File: src/logic/scpc_pkg.sv
// Package with register map, field layout, reset values and timing for the sample clock control block.
package scpc_pkg;

    // Register indices; the byte address is four times the index.
    localparam logic [7:0] IDX_CFG_ONE   = 8'h00;
    localparam logic [7:0] IDX_CFG_THREE = 8'h02;
    localparam logic [7:0] IDX_CFG_FOUR  = 8'h03;
    localparam logic [7:0] IDX_STATUS    = 8'h1b;
    localparam logic [7:0] IDX_IRQ_STAT  = 8'h1c;
    localparam logic [7:0] IDX_IRQ_MASK  = 8'h1d;

    // Field positions.
    localparam int BIT_VCO_CAL     = 24;
    localparam int BIT_DAC_CAL     = 24;
    localparam int BIT_LOCK        = 24;
    localparam int BIT_VCO_BUSY    = 25;
    localparam int BIT_DAC_BUSY    = 26;
    localparam int BIT_PLL_EN      = 18;
    localparam int FB_DIV_LSB      = 8;
    localparam int FB_DIV_MSB      = 15;
    localparam int BIT_CP_MANUAL   = 6;
    localparam int CP_CODE_LSB     = 3;
    localparam int CP_CODE_MSB     = 5;
    localparam int AUTO_CODE_LSB   = 0;
    localparam int AUTO_CODE_MSB   = 2;

    // Interrupt status bits.
    localparam int IRQ_W        = 3;
    localparam int IRQ_VCO_DONE = 0;
    localparam int IRQ_DAC_DONE = 1;
    localparam int IRQ_LOCK_CHG = 2;

    // Reset values and limits.
    localparam logic [7:0]  FB_DIV_RST  = 8'h14;
    localparam logic [7:0]  FB_DIV_MIN  = 8'h0a;
    localparam logic [2:0]  CP_CODE_RST = 3'h3;
    localparam logic [9:0]  CP_STEP_UA  = 10'h07d;

    // Recommended charge pump code by divide range upper bounds.
    localparam logic [7:0] N_UP_0 = 8'h0f;
    localparam logic [7:0] N_UP_1 = 8'h17;
    localparam logic [7:0] N_UP_2 = 8'h23;
    localparam logic [7:0] N_UP_3 = 8'h2b;
    localparam logic [7:0] N_UP_4 = 8'h37;
    localparam logic [7:0] N_UP_5 = 8'h3f;
    localparam logic [7:0] N_UP_6 = 8'h4f;

    // Timing in sample clock periods.
    localparam int DAC_CAL_PERIODS = 469632;
    localparam int VCO_CAL_PERIODS = 1024;

    // Calibration sequencer states, Gray along idle, VCO, DAC.
    typedef enum logic [1:0] {
        SCPC_IDLE = 2'b00,
        SCPC_VCO  = 2'b01,
        SCPC_DAC  = 2'b11
    } scpc_state_t;

endpackage : scpc_pkg

File: src/logic/scpc_timer.sv
// One-shot cycle timer used for the calibration intervals.
`timescale 1ns/100ps
module scpc_timer #(
    parameter int WIDTH = 20,
    parameter int COUNT = 16
) (
    input  wire logic clk,
    input  wire logic rst_b,
    input  wire logic start,
    output logic      busy,
    output logic      done
);

    logic [WIDTH-1:0] count;

    // Loads on start, counts down, and pulses done for one cycle, in the first cycle after busy falls.
    always_ff @(posedge clk or negedge rst_b) begin
        if (!rst_b) begin
            count <= '0;
            busy  <= 1'b0;
            done  <= 1'b0;
        end else begin
            done <= 1'b0;
            if (start) begin
                count <= WIDTH'(COUNT - 1);
                busy  <= 1'b1;
            end else if (busy) begin
                if (count == '0) begin
                    busy <= 1'b0;
                    done <= 1'b1;
                end else begin
                    count <= count - WIDTH'(1);
                end
            end
        end
    end

endmodule : scpc_timer

File: src/logic/scpc_clock_control.sv
// Sample clock source select, PLL divide and charge pump control, calibration sequencing, AHB-Lite registers.
//
// Requirements on this block and on the host that drives it
// RQ1 - Sample clock comes from PLL when select bit set, else reference pins.
// RQ2 - In direct mode the outside source supplies sample clock up to 3.5 GHz.
// RQ3 - PLL multiplies only by even factors from 20 to 510.
// RQ4 - Feedback divide is bits 15:8 of config register three, valid 10 to 255.
// RQ5 - Host never programs a feedback divide below ten.
// RQ6 - Total multiplication equals twice the feedback divide value.
// RQ7 - Without manual override, charge pump current is chosen by VCO calibration.
// RQ8 - Manual override bit 6 selects the programmed 3-bit current code.
// RQ9 - Current is 125 uA per step plus 125; code 011 by default.
// RQ10 - Host picks current by divide range, 125 uA up to 1000 uA.
// RQ11 - Host starts VCO calibration with bit 24 of register one once reference stable.
// RQ12 - Host clears trigger bit before each later VCO calibration.
// RQ13 - Host finishes VCO calibration before starting DAC calibration.
// RQ14 - Status bit 24 of register 0x1B reads one when PLL in use and locked.
// RQ15 - Host keeps PLL output between 2.4 and 2.5 GHz.
// RQ16 - Host sets then clears DAC calibration bit after power-up or clock change.
// RQ17 - DAC calibration lasts 469,632 sample clock periods.
// RQ18 - Lock status is read-only; writes to it change nothing.
// RQ19 - Calibration busy shows from trigger edge until VCO calibration ends.
`timescale 1ns/100ps
module scpc_clock_control
    import scpc_pkg::*;
#(
    parameter int DAC_CAL_CYCLES = scpc_pkg::DAC_CAL_PERIODS,
    parameter int VCO_CAL_CYCLES = scpc_pkg::VCO_CAL_PERIODS
) (
    input  wire logic        clk,
    input  wire logic        rst_b,
    input  wire logic        hsel,
    input  wire logic [31:0] haddr,
    input  wire logic [1:0]  htrans,
    input  wire logic        hwrite,
    input  wire logic [2:0]  hsize,
    input  wire logic [31:0] hwdata,
    input  wire logic        hready,
    output logic      [31:0] hrdata,
    output logic             hreadyout,
    output logic             hresp,
    input  wire logic        pll_lock_raw,
    output logic             sample_clock_from_pll,
    output logic      [7:0]  fb_divide,
    output logic      [8:0]  pll_multiply,
    output logic      [2:0]  cp_code,
    output logic      [9:0]  charge_pump_current,
    output logic             vco_cal_busy,
    output logic             dac_cal_busy,
    output logic             irq
);
    import scpc_pkg::*;

    logic        rst_meta_b;
    logic        rst_sync_b;
    logic        lock_meta;
    logic        lock_sync;
    logic        lock_prev;
    logic        dp_valid;
    logic        dp_write;
    logic [7:0]  dp_idx;
    logic        vco_trig;
    logic        vco_trig_prev;
    logic        pll_en;
    logic [7:0]  fb_div_raw;
    logic        cp_manual;
    logic [2:0]  cp_prog;
    logic [2:0]  cp_auto;
    logic        dac_trig;
    logic        dac_trig_prev;
    logic        dac_pend;
    logic [IRQ_W-1:0] irq_stat;
    logic [IRQ_W-1:0] irq_mask;
    logic [IRQ_W-1:0] irq_set;
    logic        accept;
    logic        wr_en;
    logic        vco_rise;
    logic        dac_rise;
    logic        vco_start;
    logic        dac_start;
    logic        vco_done;
    logic        dac_done;
    logic        lock_status;
    logic [7:0]  fb_eff;
    logic [2:0]  cp_eff;
    logic [2:0]  recommended_code;
    logic [31:0] rdata;
    scpc_state_t state;
    scpc_state_t next_state;

    // Reset is released through two flops so every flop reset by rst_sync_b leaves reset on the same edge.
    always_ff @(posedge clk or negedge rst_b) begin
        if (!rst_b) begin
            rst_meta_b <= 1'b0;
            rst_sync_b <= 1'b0;
        end else begin
            rst_meta_b <= 1'b1;
            rst_sync_b <= rst_meta_b;
        end
    end

    // The lock detector is analogue and asynchronous, so it is synchronised first.
    always_ff @(posedge clk or negedge rst_sync_b) begin
        if (!rst_sync_b) begin
            lock_meta <= 1'b0;
            lock_sync <= 1'b0;
            lock_prev <= 1'b0;
        end else begin
            lock_meta <= pll_lock_raw;
            lock_sync <= lock_meta;
            lock_prev <= lock_sync;
        end
    end

    // Bus address phase is taken only while the bus is ready.
    assign accept = hsel && hready && htrans[1];
    assign wr_en  = dp_valid && dp_write && hready;

    // Data phase bookkeeping and the one-wait-state read answer.
    always_ff @(posedge clk or negedge rst_sync_b) begin
        if (!rst_sync_b) begin
            dp_valid  <= 1'b0;
            dp_write  <= 1'b0;
            dp_idx    <= '0;
            hreadyout <= 1'b1;
            hrdata    <= '0;
            hresp     <= 1'b0;
        end else begin
            hresp <= 1'b0;
            if (hready) begin
                dp_valid <= accept;
                dp_write <= hwrite;
                dp_idx   <= haddr[9:2];
                // A read waits one cycle so it sees a write made just before it.
                hreadyout <= !(accept && !hwrite);
            end else if (dp_valid && !dp_write && !hreadyout) begin
                hrdata    <= rdata;
                hreadyout <= 1'b1;
            end
        end
    end

    // Software writable configuration fields.
    always_ff @(posedge clk or negedge rst_sync_b) begin
        if (!rst_sync_b) begin
            vco_trig   <= 1'b0;
            pll_en     <= 1'b0;
            fb_div_raw <= FB_DIV_RST;
            cp_manual  <= 1'b0;
            cp_prog    <= CP_CODE_RST;                                        // RQ9
            dac_trig   <= 1'b0;
            irq_mask   <= '0;
        end else if (wr_en) begin
            case (dp_idx)
                IDX_CFG_ONE: begin
                    vco_trig <= hwdata[BIT_VCO_CAL];                          // RQ11
                end
                IDX_CFG_THREE: begin
                    pll_en     <= hwdata[BIT_PLL_EN];
                    fb_div_raw <= hwdata[FB_DIV_MSB:FB_DIV_LSB];              // RQ4
                    cp_manual  <= hwdata[BIT_CP_MANUAL];                      // RQ8
                    cp_prog    <= hwdata[CP_CODE_MSB:CP_CODE_LSB];
                end
                IDX_CFG_FOUR: begin
                    dac_trig <= hwdata[BIT_DAC_CAL];
                end
                IDX_IRQ_MASK: begin
                    irq_mask <= hwdata[IRQ_W-1:0];
                end
                // The status word is read-only and unmapped writes are dropped.
                default: begin                                                // RQ18
                end
            endcase
        end
    end

    // Trigger bits act on their cleared-to-set edge only.
    always_ff @(posedge clk or negedge rst_sync_b) begin
        if (!rst_sync_b) begin
            vco_trig_prev <= 1'b0;
            dac_trig_prev <= 1'b0;
        end else begin
            vco_trig_prev <= vco_trig;
            dac_trig_prev <= dac_trig;
        end
    end

    assign vco_rise = vco_trig && !vco_trig_prev;                             // RQ12
    assign dac_rise = dac_trig && !dac_trig_prev;

    // A divide below the legal minimum is raised to it, keeping the factor in 20 to 510.
    assign fb_eff = (fb_div_raw < FB_DIV_MIN) ? FB_DIV_MIN : fb_div_raw;      // RQ3

    // Recommended current code by divide range, as chosen by calibration.
    always_comb begin
        if (fb_eff <= N_UP_0) begin
            recommended_code = 3'h0;
        end else if (fb_eff <= N_UP_1) begin
            recommended_code = 3'h1;
        end else if (fb_eff <= N_UP_2) begin
            recommended_code = 3'h2;
        end else if (fb_eff <= N_UP_3) begin
            recommended_code = 3'h3;
        end else if (fb_eff <= N_UP_4) begin
            recommended_code = 3'h4;
        end else if (fb_eff <= N_UP_5) begin
            recommended_code = 3'h5;
        end else if (fb_eff <= N_UP_6) begin
            recommended_code = 3'h6;
        end else begin
            recommended_code = 3'h7;
        end
    end

    // Calibration sequencer; a DAC request during VCO calibration is held until it ends.
    always_comb begin
        next_state = state;
        vco_start  = 1'b0;
        dac_start  = 1'b0;
        case (state)
            SCPC_IDLE: begin
                if (vco_rise && pll_en) begin
                    next_state = SCPC_VCO;
                    vco_start  = 1'b1;
                end else if (dac_rise) begin
                    next_state = SCPC_DAC;
                    dac_start  = 1'b1;
                end
            end
            SCPC_VCO: begin
                if (vco_done && (dac_pend || dac_rise)) begin                 // RQ13
                    next_state = SCPC_DAC;
                    dac_start  = 1'b1;
                end else if (vco_done) begin
                    next_state = SCPC_IDLE;
                end
            end
            SCPC_DAC: begin
                if (dac_done) begin
                    next_state = SCPC_IDLE;
                end
            end
            default: begin
                next_state = SCPC_IDLE;
            end
        endcase
    end

    // State, held DAC request and the automatically chosen current code.
    always_ff @(posedge clk or negedge rst_sync_b) begin
        if (!rst_sync_b) begin
            state    <= SCPC_IDLE;
            dac_pend <= 1'b0;
            cp_auto  <= CP_CODE_RST;
        end else begin
            state <= next_state;
            if (state == SCPC_VCO && dac_rise && !vco_done) begin
                dac_pend <= 1'b1;
            end else if (dac_start) begin
                dac_pend <= 1'b0;
            end
            if (vco_done) begin
                cp_auto <= recommended_code;                                  // RQ7
            end
        end
    end

    scpc_timer #(
        .WIDTH ($clog2(VCO_CAL_CYCLES + 1)),
        .COUNT (VCO_CAL_CYCLES)
    ) u_vco_timer (
        .clk   (clk),
        .rst_b (rst_sync_b),
        .start (vco_start),
        .busy  (),
        .done  (vco_done)
    );

    scpc_timer #(
        .WIDTH ($clog2(DAC_CAL_CYCLES + 1)),
        .COUNT (DAC_CAL_CYCLES)
    ) u_dac_timer (
        .clk   (clk),
        .rst_b (rst_sync_b),
        .start (dac_start),                                                   // RQ17
        .busy  (),
        .done  (dac_done)
    );

    // Lock only means anything while the PLL is the source.
    assign lock_status = lock_sync && pll_en;                                 // RQ14
    assign cp_eff      = cp_manual ? cp_prog : cp_auto;                       // RQ8

    // Interrupt events; a set in the same cycle as a clear wins.
    assign irq_set[IRQ_VCO_DONE] = vco_done;
    assign irq_set[IRQ_DAC_DONE] = dac_done;
    assign irq_set[IRQ_LOCK_CHG] = lock_sync ^ lock_prev;

    always_ff @(posedge clk or negedge rst_sync_b) begin
        if (!rst_sync_b) begin
            irq_stat <= '0;
            irq      <= 1'b0;
        end else begin
            if (wr_en && dp_idx == IDX_IRQ_STAT) begin
                irq_stat <= (irq_stat & ~hwdata[IRQ_W-1:0]) | irq_set;
            end else begin
                irq_stat <= irq_stat | irq_set;
            end
            irq <= |(irq_stat & irq_mask);
        end
    end

    // Control outputs, all registered.
    always_ff @(posedge clk or negedge rst_sync_b) begin
        if (!rst_sync_b) begin
            sample_clock_from_pll <= 1'b0;
            fb_divide             <= FB_DIV_RST;
            pll_multiply          <= {FB_DIV_RST, 1'b0};
            cp_code               <= CP_CODE_RST;
            charge_pump_current   <= 10'(CP_STEP_UA * 10'(CP_CODE_RST + 4'h1));
            vco_cal_busy          <= 1'b0;
            dac_cal_busy          <= 1'b0;
        end else begin
            sample_clock_from_pll <= pll_en;                                  // RQ1
            fb_divide             <= fb_eff;
            pll_multiply          <= {fb_eff, 1'b0};                          // RQ6
            cp_code               <= cp_eff;
            charge_pump_current   <= 10'(CP_STEP_UA * 10'({1'b0, cp_eff} + 4'h1)); // RQ9
            vco_cal_busy          <= (next_state == SCPC_VCO);                // RQ19
            dac_cal_busy          <= (next_state == SCPC_DAC);
        end
    end

    // Read data; reserved bits read as zero.
    always_comb begin
        rdata = '0;
        case (dp_idx)
            IDX_CFG_ONE: begin
                rdata[BIT_VCO_CAL] = vco_trig;
            end
            IDX_CFG_THREE: begin
                rdata[BIT_PLL_EN]              = pll_en;
                rdata[FB_DIV_MSB:FB_DIV_LSB]   = fb_div_raw;
                rdata[BIT_CP_MANUAL]           = cp_manual;
                rdata[CP_CODE_MSB:CP_CODE_LSB] = cp_prog;
            end
            IDX_CFG_FOUR: begin
                rdata[BIT_DAC_CAL] = dac_trig;
            end
            IDX_STATUS: begin
                rdata[BIT_LOCK]                    = lock_status;             // RQ14
                rdata[BIT_VCO_BUSY]                = (state == SCPC_VCO);
                rdata[BIT_DAC_BUSY]                = (state == SCPC_DAC);
                rdata[AUTO_CODE_MSB:AUTO_CODE_LSB] = cp_auto;
            end
            IDX_IRQ_STAT: begin
                rdata[IRQ_W-1:0] = irq_stat;
            end
            IDX_IRQ_MASK: begin
                rdata[IRQ_W-1:0] = irq_mask;
            end
            default: begin
                rdata = '0;
            end
        endcase
    end

endmodule : scpc_clock_control

File: config.mk
export PLATFORM = sky130hd
export DESIGN_NAME = scpc_clock_control
export DESIGN_NICKNAME = d
export VERILOG_FILES = /design/src/logic/scpc_pkg.sv /design/src/logic/scpc_timer.sv /design/src/logic/scpc_clock_control.sv
export SDC_FILE = /design/constraint.sdc
export NUM_CORES = 1
export LEC_CHECK = 0
export BUFFER_PORTS_ARGS = -buffer_cell sky130_fd_sc_hd__buf_4
export CAP_MARGIN = 10
export CORE_UTILIZATION = 34
export DETAILED_ROUTE_END_ITERATION = 12
export PLACE_DENSITY = 0.65
export SYNTH_ARGS = -nofsm -noshare
export SYNTH_HDL_FRONTEND = slang
export SYNTH_HIERARCHICAL = 1
export SYNTH_SLANG_ARGS = --single-unit
export TNS_END_PERCENT = 1
File: constraint.sdc
create_clock -name clk -period 5.4 [get_ports clk]
set_input_delay 0.54 -clock clk [delete_from_list [all_inputs] [get_ports clk]]
set_output_delay 0.54 -clock clk [all_outputs]
set_load 0.02 [all_outputs]
Word level (Yosys, flattened, before mapping) --
Index checks and enable logic that the tools add are counted. Widths: inputs -> output; s select.
Word-level totals: output and inout bits 68, input port bits 75, register bits after elaboration 123, logic and storage cells 155
Operators by class: add/sub/neg operators 3, multipliers 1, magnitude comparators 8, multiplexer cells 50, equal/unequal tests 11, bitwise operators 7, reductions and logical operators 39
Operator list (number):
- $mux 19 | 3
- $mux 11 | 3
- $le 8x6->1 const B | 4
- $eq 8x5->1 const B | 3
- $mux 1 | 23
- $logic_not 19->1 | 1
- $sub 19x1->19 const B | 1
- $mux 3 | 6
- $eq 8x2->1 const B | 2
- $mux 2 | 8
- $mux 8 | 2
- $logic_and 1x1->1 | 15
- $reduce_and 2->1 | 7
- $logic_not 11->1 | 1
- $sub 11x1->11 const B | 1
- $mul 7x4->10 const A | 1
- $pmux 3 s3 | 1
- $le 8x4->1 const B | 1
- $le 8x5->1 const B | 1
- $le 8x7->1 const B | 1
- $logic_not 8->1 | 1
- $lt 8x4->1 const B | 1
- $reduce_bool 2->1 | 4
- $logic_not 1->1 | 7
- 17 further kinds | 21

Depth between registers and ports, before layout --
Gate-level depths: netlist of the first run.
depth in word-level cells 10, mapped depth 11, gate-level depth less buffers 11

Cells and area by module --
Netlist of the first run, hierarchy kept.
By module, submodules not included:
- scpc_clock_control | times used 1, area an instance 3858.7 sq um, cells each 312, sequential area each 2170.8 sq um
- scpc_timer (u_dac_timer) | times used 1, area an instance 1141.1 sq um, cells each 114, sequential area each 525.5 sq um
- scpc_timer (u_vco_timer) | times used 1, area an instance 651.9 sq um, cells each 63, sequential area each 325.3 sq um

Worst setup path after synthesis of the first run --
No wires, ideal clock.
kind register to register, from reg cp_manual, to reg charge_pump_current[6], setup time 0.075 ns, arrival time 3.164 ns, cell stages (with the launch flop) 11, buffers on the path 0, slack 2.160 ns, required time 5.325 ns, cells stage by stage dfrtp_1 mux2i_1 inv_1 ha_1 fa_1 inv_1 fa_1 inv_1 ha_1 a221oi_1 xnor2_1
Between the ends: word-level cells in the longest chain between the ends 3
Ends and longest elaborated chain:
- start, declared | RTL line scpc_clock_control.sv:66 | logic cp_manual;
- start signal, assigned | RTL line scpc_clock_control.sv:161 | cp_manual <= hwdata[BIT_CP_MANUAL];
- $mux 3 | RTL line scpc_clock_control.sv:292 | assign cp_eff = cp_manual ? cp_prog : cp_auto;
- via cp_eff[0] | RTL line scpc_clock_control.sv:85 | logic [2:0] cp_eff;
- $add 3x1->4 | RTL line scpc_clock_control.sv:328 | charge_pump_current <= 10'(CP_STEP_UA * 10'({1'b0, cp_eff} + 4'h1));
- $mul 7x4->10 | RTL line scpc_clock_control.sv:328
- end signal, assigned | RTL line scpc_clock_control.sv:320 | charge_pump_current <= 10'(CP_STEP_UA * 10'(CP_CODE_RST + 4'h1));
- end signal, assigned | RTL line scpc_clock_control.sv:328
- end, declared | RTL line scpc_clock_control.sv:47 | output logic [9:0] charge_pump_current,
The timed path passes the listed nets, and every way through them passes these cells. A chain may end at the register's enable or synchronous reset.

Final worst setup path of the first run --
Same ends and word-level chain as after synthesis.

==> flow_summary_export.csv, run 1 <==
group,metric,value,unit
detailed_routing,drt-wirelength-per-cell,14.7,um
synthesis,ys_seq_area_frac,0.535,
pwr,power-per-cell-area,308,mW/mm2
synthesis,synth_cell_types,72,
pwr,max-vdd-ir-drop,207,uV
worst_setup_path,critical_path_required,5740,ps
die,io_pins,143,
sta,post-route-period-util,0.669,
detailed_routing,vias,3973,
worst_setup_path,crit_path_end_kind,"flip-flop",
worst_setup_path,critical_path_peak_fanout,8,
sta,worst_clock_skew,12.3,ps
sta,worst_pin_slew,972,ps
detailed_routing,drtPass1Iterations,4,
sta,fin_crit,3610,ps
synthesis,syn_area_per_cell,11.6,um2
clock_tree,cts-htree-levels,4,
die,design.core.area,0.0161,mm2
sta,hold_worst_slack,234,ps
pwr,power_leakage,0.00321,uW
clock_tree,clock_latency_late_sink,420,ps
die,die_x,131,um
clock_tree,cts_setup_buffers,0,
sta,relSlewSlack,0.352,
synthesis,fraction_of_registers_with_async_set_reset,1.00,
run,maxCapViolations,0,
synthesis,ys.warnings.count,6,
cells_and_area,final_layout_size_suffix_gt1_frac,0.310,
detailed_routing,route.detailed.drc,0,
clock_tree,clk_transition_reported_paths,50,ps
die,rows,46,
synthesis,syn-cell-area,0.00565,mm2
pwr,netSwitchingPower,489,uW
worst_setup_path,path_class,"flip-flop to flip-flop",
cells_and_area,fin_util,0.430,
synthesis,synth-main-ff-cell,"sky130_fd_sc_hd__dfrtp_1",
die,floorplan.initialDensity,0.352,
global_route,largest_net_degree_at_the_start_of_global_routing,67,
min_path,worstHoldPathType,"primary input to flip-flop",
clock_tree,clock_sinks,120,
clock_tree,clk_root_buffer_cell,"sky130_fd_sc_hd__clkbuf_16",
placed_design,detailedPlacementHpwl,8320,um
clock_tree,cts_made_buffers,17,
synthesis,synth.ff_latch_count,120,
sta,setup_viol,0,
pwr,swShare,0.230,
worst_setup_path,start_kind,"flip-flop",
outcome,outcome,"finished clean",
clock_tree,cts_tree,"built",
placed_design,portBuffers,84,
die,die_area,0.0171,mm2
synthesis,synth_enable_flop_cells,0,
sta,rsz0062_at_grt,"false",
die,die_h,131,um
pwr,comb_power_share,0.052,
detailed_routing,detailedRoute.firstIterationViolations,169,
detailed_routing,wl,11700,um
placed_design,globalplace.congestion,0.828,
worst_setup_path,worst_ep_arrival_time,3950,ps
pwr,pwr-share-clk,0.499,
sta,final.setup.tns,0,ps
cells_and_area,layout.nets,653,
global_route,grt_pass1_vias,3874,
global_route,antenna_found_initial,0,
cells_and_area,post_synthesis_to_final_layout_area_growth,22.2,%
clock_tree,clock_path_buffers,2,
sta,timing_max_transition_violations_final,0,
synthesis,synth_instances,489,
sta,clock.fmax,277,MHz
cells_and_area,antennaDiodeCount,0,
detailed_routing,antenna_violating_nets_post_route,0,
sta,hold_viol_final,0,
pwr,sequentialPowerShare,0.449,
global_route,first_pass_grt_wire_length,19200,um
global_route,grtUsageTotal,0.148,
detailed_routing,avgViaCountPerCell,5.01,
global_route,grt_overflow,0,
pwr,cellInternalPower,1640,uW
final timing paths:
kind / start / endpoint / slack, ps / cells past startpoint
worst max-delay path: cp_manual / charge_pump_current[6] / 1790 / 11
worst min-delay path: pll_lock_raw / lock_meta / 230 / 1
worst max register to register: cp_manual / charge_pump_current[6] / 1790 / 11
worst min register to register: rst_meta_b / rst_sync_b / 350 / 0
max in group asynchronous: rst_sync_b / u_dac_timer/count[17] / 3790 / 1
min in group asynchronous: rst_sync_b / irq / 410 / 0
area by class of cell:
cell class                 instances  area [um2]
sequential                       120        3030
inverter                          26        97.6
clock buffer                      20         467
fill                            1501        9150
clock inverter                    11        98.8
multi-input combinational        313        2290
tap                              216         270
timing repair buffer              87         656
worst max-delay path: stages, from the launching register on:
cell and delay, ps:
sky130_fd_sc_hd__dfrtp_1 440, sky130_fd_sc_hd__mux2i_1 360, sky130_fd_sc_hd__inv_1 250, sky130_fd_sc_hd__ha_1 270, sky130_fd_sc_hd__xnor2_1 350, sky130_fd_sc_hd__fa_1 520
sky130_fd_sc_hd__inv_1 100, sky130_fd_sc_hd__fa_1 430, sky130_fd_sc_hd__inv_1 90, sky130_fd_sc_hd__ha_1 260, sky130_fd_sc_hd__a221oi_1 320, sky130_fd_sc_hd__xnor2_1 160
synthesized netlist by cell type (11+ instances only):
| library cell | count | share of area |
|---|---|---|
| sky130_fd_sc_hd__nand2_1 | 25 | 0.017 |
| sky130_fd_sc_hd__nor2_1 | 29 | 0.019 |
| sky130_fd_sc_hd__a21oi_1 | 20 | 0.018 |
| sky130_fd_sc_hd__a22o_1 | 13 | 0.020 |
| sky130_fd_sc_hd__inv_1 | 25 | 0.017 |
| sky130_fd_sc_hd__clkbuf_1 | 11 | 0.0073 |
| sky130_fd_sc_hd__dfstp_2 | 15 | 0.070 |
| sky130_fd_sc_hd__xnor2_1 | 18 | 0.028 |
| sky130_fd_sc_hd__dfrtp_1 | 105 | 0.46 |
| sky130_fd_sc_hd__mux2_2 | 28 | 0.056 |
| sky130_fd_sc_hd__buf_4 | 28 | 0.037 |
| sky130_fd_sc_hd__nand3_1 | 14 | 0.012 |
metal layers:
| layer | vias to the layer above | track usage | wire length [um] |
|---|---|---|---|
| li1 | 1871 | - | - |
| met4 | 0 | 0.0595 | 151 |
| met1 | 1975 | 0.192 | 5400 |
| met2 | 113 | 0.228 | 5520 |
| met5 | - | 0 | 0 |
| met3 | 14 | 0.0497 | 579 |
what timing repair did:
| item | in CTS | in global routing |
|---|---|---|
| hold buffers | 1 | 0 |
| gates resized for setup | 0 | 0 |
| endpoints found under the hold margin | 2 | 0 |
flip-flops by register name, indices dropped and copies added, names as in the netlist, 3 cells and up:
name and cells:
cp_prog 3, fb_div_raw 8, charge_pump_current 10, cp_auto 3
hrdata 19, pll_multiply 8, irq_stat 3, u_vco_timer/count 11
dp_idx 8, u_dac_timer/count 19, irq_mask 3
metrics by stage:
step	instances	setup slack (ps)	area [um2]	total power [uW]
floorplan	503	1840	5700	1040
global placement	761	1880	6330	1080
detailed placement	761	1750	6330	1080
CTS	793	1730	6910	2150
global route	793	1520	6910	2210
finish	793	1790	6910	2130
logic make-up after synthesis:
logic type | after synthesis | share of synthesized area
multiplexers | 32 | 0.0629
flip-flops | 120 | 0.535
XOR/XNOR | 22 | 0.0341
buffers and inverters | 70 | 0.0686
other | 2 | 0.00133
AO/OA/AOI/OAI | 84 | 0.109
AND/OR/NAND/NOR | 146 | 0.155
adder cells (fa/ha/maj) | 13 | 0.0341
cell usage in the layout (no fill, tap or decap), types with 16 or more instances in the layout:
cell type and count:
sky130_fd_sc_hd__dfrtp_1 104, sky130_fd_sc_hd__buf_4 86, sky130_fd_sc_hd__nor2_1 29, sky130_fd_sc_hd__mux2_2 28, sky130_fd_sc_hd__inv_1 25, sky130_fd_sc_hd__nand2_1 25
sky130_fd_sc_hd__a21oi_1 20, sky130_fd_sc_hd__xnor2_1 18, sky130_fd_sc_hd__clkbuf_16 17, sky130_fd_sc_hd__conb_1 16
power by group through the flow:
stage / registers, uW / clock network (uW) / logic (uW)
after CTS: 957 / 1080 / 113
after floorplan: 979 / 0 / 61.3
after global routing: 962 / 1130 / 123
after global placement: 970 / 0 / 110
final: 956 / 1060 / 111
after detailed placement: 972 / 0 / 112
Note: power is estimated with default switching activity, not from simulation.
==> inputs of run 2 (changes only) <==
--- a/config.mk
+++ b/config.mk
@@ -9,7 +9,7 @@
 export CAP_MARGIN = 10
 export CORE_UTILIZATION = 34
 export DETAILED_ROUTE_END_ITERATION = 12
-export PLACE_DENSITY = 0.65
+export PLACE_DENSITY = 0.67
 export SYNTH_ARGS = -nofsm -noshare
 export SYNTH_HDL_FRONTEND = slang
 export SYNTH_HIERARCHICAL = 1
==> constraint.sdc (replaced) <==
create_clock -name clk -period 3.2 [get_ports clk]
set_input_delay 0.32 -clock clk [delete_from_list [all_inputs] [get_ports clk]]
set_output_delay 0.32 -clock clk [all_outputs]
set_load 0.02 [all_outputs]
==> run 2 against run 1 <==
Die area did not move. Core utilization increased by 1.3 points. Flip-flop and latch count unchanged. Worst hold slack worse by 120 ps. Combinational power is 81% higher. Via count decreased by 0.76%. Largest power group unchanged. Highest routed layer unchanged.
==> flow_summary_export.csv, run 2 (synthesis results as in run 1) <==
group,metric,value,unit
pwr,max-vdd-ir-drop,423,uV
detailed_routing,antenna_violating_nets_post_route,0,
worst_setup_path,critical_path_required,3530,ps
sta,hold_worst_slack,113,ps
sta,worst_clock_skew,7.96,ps
pwr,netSwitchingPower,856,uW
detailed_routing,drt-wirelength-per-cell,14.2,um
pwr,cellInternalPower,3010,uW
pwr,comb_power_share,0.052,
clock_tree,cts_made_buffers,17,
outcome,outcome,"finished clean",
global_route,first_pass_grt_wire_length,19100,um
cells_and_area,post_synthesis_to_final_layout_area_growth,26.1,%
die,die_x,131,um
cells_and_area,final_cells,805,
die,io_pins,143,
sta,hold_viol_final,0,
worst_setup_path,path_cells,"mux2_2, ha_1, xnor2_2, fa_1, inv_1, fa_1, inv_1, ha_4, a221oi_2, xnor2_1",
worst_setup_path,worst_ep_arrival_time,3440,ps
detailed_routing,vias,3943,
sta,post-route-period-util,0.971,
cells_and_area,fin_util,0.444,
clock_tree,clk_transition_reported_paths,60,ps
detailed_routing,avgViaCountPerCell,4.90,
min_path,min_delay_path_depth,2,
pwr,power-per-cell-area,542,mW/mm2
detailed_routing,detailedRoute.firstIterationViolations,203,
pwr,pwr-share-clk,0.532,
clock_tree,clock_latency_late_sink,410,ps
worst_setup_path,start_kind,"flip-flop",
worst_setup_path,worstReg2RegStart,"cp_manual",
pwr,power_leakage,0.00331,uW
worst_setup_path,r2r_setup_slack,90,ps
sta,setup_viol,0,
worst_setup_path,reg_to_reg_endpoint,"charge_pump_current[6]",
cells_and_area,layout_top_registers,"hrdata (19), u_dac_timer/count (19), u_vco_timer/count (11)",
detailed_routing,drtPass1Iterations,4,
die,design.core.area,0.0161,mm2
sta,clock.fmax,322,MHz
placed_design,portBuffers,84,
cells_and_area,final_layout_size_suffix_gt1_frac,0.333,
sta,worst_pin_slew,672,ps
worst_setup_path,worstRegToRegCells,10,
cells_and_area,antennaDiodeCount,0,
worst_setup_path,crit_path_end_kind,"flip-flop",
die,rows,46,
clock_tree,cts-htree-levels,4,
die,die_area,0.0171,mm2
global_route,grt_pass1_vias,3881,
die,die_h,131,um
global_route,grt_overflow,0,
sta,fin_crit,3110,ps
min_path,worstHoldPathType,"primary input to flip-flop",
detailed_routing,wl,11500,um
cells_and_area,layout.nets,664,
pwr,swShare,0.221,
clock_tree,clock_path_buffers,2,
cells_and_area,multiInputGateArea,0.00233,mm2
placed_design,globalplace.congestion,0.873,
cells_and_area,final_common_cell,"sky130_fd_sc_hd__dfrtp_1",
worst_setup_path,timing.critical_path.slowest_stage_cell,"sky130_fd_sc_hd__fa_1",
global_route,antenna_found_initial,0,
worst_setup_path,critical_path_peak_fanout,4,
cells_and_area,sequential_cell_area_in_the_final_layout,0.00303,mm2
clock_tree,clk_root_buffer_cell,"sky130_fd_sc_hd__clkbuf_16",
worst_setup_path,worstSetupStartpoint,"cp_manual",
cells_and_area,fillCellCount,1436,
detailed_routing,route.detailed.drc,0,
sta,timing_max_transition_violations_final,0,
placed_design,detailedPlacementHpwl,8130,um
worst_setup_path,path_class,"flip-flop to flip-flop",
die,floorplan.initialDensity,0.352,
worst_setup_path,setup.worst_path.end,"charge_pump_current[6]",
clock_tree,clock_sinks,120,
worst_setup_path,critical-path-max-stage-delay,530,ps
placed_design,dp_cells,769,
cells_and_area,highest_count_cells_in_the_layout_ignoring_fill_and_taps,"104 x sky130_fd_sc_hd__dfrtp_1, 94 x sky130_fd_sc_hd__buf_4, 29 x sky130_fd_sc_hd__nor2_1, 28 x sky130_fd_sc_hd__mux2_2, 25 x sky130_fd_sc_hd__nand2_1",
global_route,largest_net_degree_at_the_start_of_global_routing,69,
clock_tree,cts_tree,"built",
run,maxCapViolations,0,
global_route,grtUsageTotal,0.146,
pwr,sequentialPowerShare,0.416,
sta,relSlewSlack,0.548,
## run 2: cell types whose count changed in the layout (fill, tap and decap cells not counted), moves of 2 or more
cell                        delta
sky130_fd_sc_hd__buf_4         +8
sky130_fd_sc_hd__inv_6         +2
sky130_fd_sc_hd__bufinv_16     +3
sky130_fd_sc_hd__clkinv_2      -3
## run 2: routing by layer
| metal | global-route usage | part of all wire | vias up |
|---|---|---|---|
| met5 | 0 | 0 | - |
| met4 | 0.0575 | 0.0093 | 0 |
| met3 | 0.0391 | 0.046 | 8 |
| met2 | 0.237 | 0.49 | 113 |
| met1 | 0.186 | 0.45 | 1935 |
| li1 | - | - | 1887 |
## run 2: worst max-delay path: cells and delay by family, from the launching register on
kind                     cells  cell delay (ps)
AO/OA/AOI/OAI                1              280
buffers and inverters        2              140
adder cells (fa/ha/maj)      4             1500
multiplexers                 1              390
flip-flops                   1              420
XOR/XNOR                     2              300
## run 2: area by class of cell
class / instances / share of cell area
inverters: 26 / 0.0137
multi-input cells: 313 / 0.327
flip-flops and latches: 120 / 0.425
repair buffers: 98 / 0.106
well taps: 216 / 0.0379
clock inverters: 13 / 0.0269
clock buffers: 19 / 0.0636
## run 2: per-stage QoR
step | instance area (um2) | total power (uW) | setup WS (ps) | TNS (ps)
finish | 7120 | 3860 | 92.5 | 0
global route | 7120 | 4010 | -38.2 | -38.2
detailed placement | 6410 | 1830 | -12.5 | -12.5
CTS | 7070 | 3890 | 0.904 | 0
global placement | 6410 | 1830 | 59.5 | 0
floorplan | 5710 | 1760 | -39.8 | -39.8
## run 2: worst min-delay path by stage
stage | startpoint | endpoint | slack [ps]
after global routing | hwdata[13] | fb_div_raw[5] | 120
after detailed placement | rst_b | rst_sync_b | 110
after floorplan | rst_b | rst_meta_b | 20
final | hsel | hreadyout | 110
after global placement | rst_b | rst_meta_b | 100
after CTS | pll_lock_raw | lock_meta | 3
## run 2: power groups by stage
stage,clock [uW],sequential [uW],combinational (uW)
floorplan,0,1650,103
global route,2170,1610,222
detailed placement,0,1630,198
global placement,0,1630,194
CTS,2080,1610,199
finish,2050,1610,201
## run 2: repair_timing
action / CTS / global route
pin swaps: 0 / 2
buffers inserted: 1 / 1
hold buffers: 1 / 1
endpoints found under the setup margin: 1 / 1
hold endpoints to repair: 2 / 1
gates resized for setup: 0 / 7
cloned: 0 / 0
